## src/inc/dmx_defs.vh

```
/*
 constants for the data-move and multiply executor.
 assumes a 16-bit instruction word and 12-bit data addresses.
*/
`ifndef DMX_DEFS_VH
`define DMX_DEFS_VH
// ==========================================================
// opcode fields
`define DMX_OP_COPY_SRC   4'hC
`define DMX_OP_COPY_DST   4'hF
`define DMX_OP_BANK       8'h01
`define DMX_OP_LIT_W      8'h0E
`define DMX_OP_MUL        8'h0D
`define DMX_OP_STORE      7'h37
// ==========================================================
// addressing
`define DMX_IDX_LIMIT     8'h5F
`define DMX_ACC_SPLIT     8'h60
`define DMX_ACC_HI_BANK   4'hF
`define DMX_W_ADDR        12'hFE8
`define DMX_BANK_MASK     8'h0F
// ==========================================================
// phase codes
`define DMX_Q1            2'h0
`define DMX_Q2            2'h1
`define DMX_Q4            2'h3
// ==========================================================
// reset values
`define DMX_RST_BYTE      8'h00
`define DMX_RST_ADDR      12'h000
`endif

```

## src/verilog/dmx_exec.v

```verilog
/*
 decode and execute for copy, bank load, literal load, store and
 literal multiply. assumes instr is valid at q1 and stays for the cycle,
 mem_rdata valid in the same clock as mem_rd_en during q2.
*/
`timescale 1ns/1ps
`include "dmx_defs.vh"
module dmx_exec (
    // clock and reset
    input  wire        core_clk,
    input  wire        sys_rst,
    // fetch side
    input  wire [15:0] instr,
    input  wire        ext_set_en,
    input  wire [7:0]  index_base_hi,
    input  wire [11:0] index_base,
    // data memory
    input  wire [7:0]  mem_rdata,
    output reg  [11:0] mem_addr_r,
    output reg  [7:0]  mem_wdata_r,
    output reg         mem_rd_en_r,
    output reg         mem_wr_en_r,
    // core registers
    output reg  [7:0]  work_r,
    output reg  [7:0]  bank_select_register_r,
    output reg  [7:0]  product_high_byte_r,
    output reg  [7:0]  product_low_byte_r,
    output reg  [1:0]  phase_out_r,
    output reg         copy_second_r
);
    // ======================================================
    // phase
    wire [1:0] phase;
    dmx_phase_gen u_phase (
        .core_clk (core_clk),
        .sys_rst  (sys_rst),
        .phase_r  (phase)
    );
    // ======================================================
    // decode
    wire is_copy1 = instr[15:12] == `DMX_OP_COPY_SRC;
    wire is_copy2 = instr[15:12] == `DMX_OP_COPY_DST;
    wire is_bank  = instr[15:8]  == `DMX_OP_BANK;
    wire is_litw  = instr[15:8]  == `DMX_OP_LIT_W;
    wire is_mul   = instr[15:8]  == `DMX_OP_MUL;
    wire is_store = instr[15:9]  == `DMX_OP_STORE;
    wire       acc_bit = instr[8];
    wire [7:0] fadr    = instr[7:0];
    // ======================================================
    // store address: banked, access or indexed
    reg [11:0] store_addr;
    always @* begin
        if (acc_bit) begin
            store_addr = {bank_select_register_r[3:0], fadr};
        end else if (ext_set_en && fadr <= `DMX_IDX_LIMIT) begin
            store_addr = index_base + {4'h0, fadr};
        end else if (fadr < `DMX_ACC_SPLIT) begin
            store_addr = {4'h0, fadr};
        end else begin
            store_addr = {`DMX_ACC_HI_BANK, fadr};
        end
    end
    wire [15:0] product = work_r * instr[7:0];
    // ======================================================
    // copy state and source byte latch
    reg [7:0] copy_byte_r;
    // w is held here, so map its address to it both ways
    wire src_is_w  = mem_addr_r == `DMX_W_ADDR;
    wire dst_is_w  = instr[11:0] == `DMX_W_ADDR;
    always @(posedge core_clk or posedge sys_rst) begin
        if (sys_rst) begin
            mem_addr_r             <= `DMX_RST_ADDR;
            mem_wdata_r            <= `DMX_RST_BYTE;
            mem_rd_en_r            <= 1'b0;
            mem_wr_en_r            <= 1'b0;
            work_r                 <= `DMX_RST_BYTE;
            bank_select_register_r <= `DMX_RST_BYTE;
            product_high_byte_r    <= `DMX_RST_BYTE;
            product_low_byte_r     <= `DMX_RST_BYTE;
            copy_byte_r            <= `DMX_RST_BYTE;
            copy_second_r          <= 1'b0;
            phase_out_r            <= `DMX_Q1;
        end else begin
            phase_out_r <= phase;
            mem_rd_en_r <= 1'b0;
            mem_wr_en_r <= 1'b0;
            // read strobe one clock ahead so data lands in q2
            if (phase == `DMX_Q1 && is_copy1 && !copy_second_r) begin
                mem_addr_r  <= instr[11:0];
                mem_rd_en_r <= !(instr[11:0] == `DMX_W_ADDR);
            end
            if (phase == `DMX_Q2 && is_copy1 && !copy_second_r) begin
                copy_byte_r <= src_is_w ? work_r : mem_rdata;
            end
            if (phase == `DMX_Q4) begin
                copy_second_r <= 1'b0;
                if (copy_second_r && is_copy2) begin
                    // no dummy read of the destination
                    if (dst_is_w) begin
                        work_r <= copy_byte_r;
                    end else begin
                        mem_addr_r  <= instr[11:0];
                        mem_wdata_r <= copy_byte_r;
                        mem_wr_en_r <= 1'b1;
                    end
                end else if (is_copy1) begin
                    copy_second_r <= 1'b1;
                end else if (is_bank) begin
                    bank_select_register_r <=
                        instr[7:0] & `DMX_BANK_MASK;
                end else if (is_litw) begin
                    work_r <= instr[7:0];
                end else if (is_store) begin
                    mem_addr_r  <= store_addr;
                    mem_wdata_r <= work_r;
                    mem_wr_en_r <= 1'b1;
                end else if (is_mul) begin
                    // no flag outputs exist; nothing else moves
                    product_high_byte_r <= product[15:8];
                    product_low_byte_r  <= product[7:0];
                end
            end
        end
    end
endmodule

```

## src/verilog/dmx_phase_gen.v

```verilog
/*
 four-phase sequencer: one instruction cycle per four core clocks.
 assumes a single core clock and active-high async reset.
*/
`timescale 1ns/1ps
`include "dmx_defs.vh"
module dmx_phase_gen (
    // clock and reset
    input  wire       core_clk,
    input  wire       sys_rst,
    // phase
    output reg  [1:0] phase_r
);
    always @(posedge core_clk or posedge sys_rst) begin
        if (sys_rst) begin
            phase_r <= `DMX_Q1;
        end else begin
            phase_r <= phase_r + 2'h1;
        end
    end
endmodule

```

## config.mk

```make
export PLATFORM = sky130hd
export DESIGN_NAME = dmx_exec
export DESIGN_NICKNAME = d
export VERILOG_FILES = /design/src/verilog/dmx_exec.v /design/src/verilog/dmx_phase_gen.v
export VERILOG_INCLUDE_DIRS = /design/src /design/src/inc
export SDC_FILE = /design/constraint.sdc
export NUM_CORES = 1
export LEC_CHECK = 0
export CAP_MARGIN = 40
export CORE_MARGIN = 5
export CORE_UTILIZATION = 40
export DETAILED_ROUTE_END_ITERATION = 16
export DONT_BUFFER_PORTS = 1
export SLEW_MARGIN = 20
export SYNTH_ARGS = -nofsm -noshare
export SYNTH_HDL_FRONTEND = slang
export SYNTH_SLANG_ARGS = --single-unit
```

## constraint.sdc

```tcl
create_clock -name core_clk -period 7.3 [get_ports core_clk]
set_clock_uncertainty 0.2 [all_clocks]
set_input_delay 1.46 -clock core_clk [delete_from_list [all_inputs] [get_ports core_clk]]
set_output_delay 1.46 -clock core_clk [all_outputs]
set_load 0.005 [all_outputs]
```

==> reports/results.ini <==
[outcome]
status = completed

[setup_path]
path_cells = and2_1 -> fa_1 -> fa_1 -> fa_1 -> inv_1 -> fa_1 -> inv_1 -> ha_1 -> a21o_1 -> a21oi_1 -> o21ai_0 -> o311ai_0 -> a21boi_0 -> o31ai_1
path_depth = 14
critPathArrivalTime_ns = 5.56
r2r_start = work_r[1]$_DFFE_PP0P_
worstSetupEndpointType = flip-flop
r2r_cells = 14
path_delay_family = adder cells
worstReg2RegEnd = product_high_byte_r[6]$_DFFE_PP0P_
critPathLaunchType = primary input
worstSetupStartpoint = instr[7]
crit_path_top_delay_cell = fa_1
r2r_setup_slack_ns = 2.25
crit_top_cell = fa_1
crit_type = in -> reg
cpPeakStageDelay_ns = 0.55
worst-path-buf-inv = 2
crit_required_ns = 7.33
crit_fanout = 13

[synth]
netlist_top_cells_count = 69 x nand2_1, 65 x inv_1, 63 x dfrtp_1, 58 x and2_1, 47 x ha_1
syn_area_um2 = 5820
synth_top_family_by_area = adder cells
synthAdderAreaFrac = 0.228
synth-simple-area-share = 0.189
synthFlopType = dfrtp_1
muxShareOfSynthArea = 0.0464
synth_edf_count = 0
ys_seq_area_frac = 0.271
yosys_warnings = 0
synth_compound_area_frac = 0.167
ys_ff_latch = 63
synthArstFlopShare = 1.00
synth.most_common_cell = nand2_1
synth.area.top_cells = dfrtp_1 27%, fa_1 13%, ha_1 10%
netlist.area_leader.share = 0.271
avgSynthCellArea_um2 = 9.05
yosysTopAreaCell = dfrtp_1
synth_xor_area_frac = 0.0226
ys_types = 67
synth_cells = 643

[clocking]
cts_hold_buf = 0
cts.sinks = 63
htreeDepth = 3
cts_setup_buffers = 0
ctsLongestPathBuffers = 2
ctsResizeCount = 0
cts_buffers = 9
root_buffer = clkbuf_16
clk_latency_ns = 0.33
clk_pin_slew_ns = 0.06
cts_tree = done

[die]
fp.dieH_um = 131
die_x_um = 131
core_area_um2 = 14400
dieArea_um2 = 17100
initial_core_util = 0.404
ios = 104
row_count = 44

[timing]
fin_crit_sh = 0.757
fmax_mhz = 181
slew_viol_final = 0
hold_viol = 0
period_needed_ns = 5.53
grt_setup_unrepaired = false
finalSetupViolCount = 0
slew_headroom = 0.449
fin_ws_ns = 1.77
fin_hold_ws_ns = 0.220
tightest_slew_ns = 0.824
timing.setup.tns_ns = 0

[global_route]
grt_max_degree = 64
grt_first_pass_wirelength_um = 24300
antenna_found_initial = 0
grt_overflow = 0
grt_usage = 0.180
grt_pass1_vias = 4670

[cells_and_area]
finalInstanceArea_um2 = 6250
final_util = 0.433
final_nets = 755
areaGrowthSynthToFinish_pct = 7.39
fill_cells = 1417
multi_input_area_um2 = 3820
diodes = 0
regArea_um2 = 1580
drive_gt1_frac = 0.0874

[worst_hold_path]
min_path_cells = 0
hp-start = u_phase.phase_r[1]$_DFF_PP0_
min_path_type = reg -> reg
holdPathEnd = phase_out_r[1]$_DFF_PP0_

[power_and_ir_drop]
powerDensity_nw_per_um2 = 152
p_leak_uw = 0.00306
peakVddDrop_mv = 0.100

[drt]
drtAntennaViolNets = 0
drc_errors = 0
vias_per_cell = 5.58
dr_total_vias = 4533
drtPass1Iterations = 5
wl_per_cell_um = 18.2
wl_um = 14800
drt_iter0_drc = 315

[place]
dp_hpwl_um = 11200
pre_cts_slack_ns = 1.47
routabilityCongestion = 0.863
dpl-instance-area_um2 = 5900
numPortBuffers = 0

[run]
drv_cap = 0

==> worst reg2reg max path: stages (launching register included) <==
cell	delay, ns
dfrtp_1	0.56
and2_1	0.25
fa_1	0.51
fa_1	0.54
fa_1	0.55
inv_1	0.05
fa_1	0.53
inv_1	0.04
ha_1	0.35
a21o_1	0.19
a21oi_1	0.13
o21ai_0	0.20
o311ai_0	0.49
a21boi_0	0.16
o31ai_1	0.22
==> final cells by class <==
cell class | instances | area share
Timing Repair Buffer | 6 | 0.0140
Clock buffer | 11 | 0.0404
Clock inverter | 5 | 0.00641
Tap cell | 184 | 0.0368
Multi-Input combinational cell | 478 | 0.610
Sequential cell | 63 | 0.252
Inverter | 66 | 0.0396
==> worst max-delay path by stage <==
| stage | end | slack (ns) |
|---|---|---|
| finish | product_high_byte_r[6]$_DFFE_PP0P_ | 1.77 |
| global route | product_high_byte_r[6]$_DFFE_PP0P_ | 1.53 |
| CTS | product_high_byte_r[6]$_DFFE_PP0P_ | 1.80 |
| detailed placement | product_high_byte_r[6]$_DFFE_PP0P_ | 1.47 |
| global placement | product_high_byte_r[6]$_DFFE_PP0P_ | 1.52 |
| floorplan | product_high_byte_r[6]$_DFFE_PP0P_ | 1.59 |
==> per-layer routing <==
metal,track usage,share of wire,vias up
met3,0.0512,0.071,17
met2,0.288,0.48,107
li1,-,-,2136
met4,0.0538,0.017,0
met5,0,0,-
met1,0.238,0.43,2273
==> flip-flops by register name, summed over array words and instances, names as in the netlist <==
register	flops
bank_select_register_r	4
copy_byte_r	8
copy_second_r	1
mem_addr_r	12
mem_rd_en_r	1
mem_wdata_r	8
mem_wr_en_r	1
phase_out_r	2
product_high_byte_r	8
product_low_byte_r	8
u_phase.phase_r	2
work_r	8
==> logic make-up (layout without fill, tap and decap cells) <==
family	Yosys count	after routing
simple gates	202	202
compound gates	147	147
xor+xnor	15	15
other cells	1	4
fa+ha+maj	84	84
mux	26	26
flops	63	63
buf+inv	105	88
==> power breakdown <==
part / total (uW) / internal [uW] / switching (uW)
clock network: 420 / 251 / 168
registers: 393 / 368 / 24.9
logic: 140 / 62.2 / 77.7
==> stage by stage <==
step | instances | total power (uW)
finish | 813 | 953
global route | 813 | 1000
CTS | 810 | 963
detailed placement | 794 | 539
global placement | 793 | 532
floorplan | 646 | 508
==> layout by cell type, fill, tap and decap left out, types with 3 or more instances in the layout <==
cell type / count
and3_1: 5
xnor2_1: 6
nand2_1: 69
o21a_1: 5
buf_8: 3
o21ai_1: 3
conb_1: 4
nor3_1: 7
a21oi_1: 36
ha_1: 47
a32oi_1: 4
a221oi_1: 3
o31ai_1: 3
mux2_2: 8
o211ai_1: 3
and2_1: 58
nor2b_1: 4
or3_1: 4
clkbuf_16: 9
fa_1: 37
o21ai_0: 38
nand3_1: 12
mux2i_1: 18
a31oi_1: 7
a21oi_2: 8
a21o_1: 12
nor2_1: 20
inv_1: 64
dfrtp_1: 63
nand4_1: 4
xor2_1: 9
Note: power is estimated with default switching activity, not from simulation.
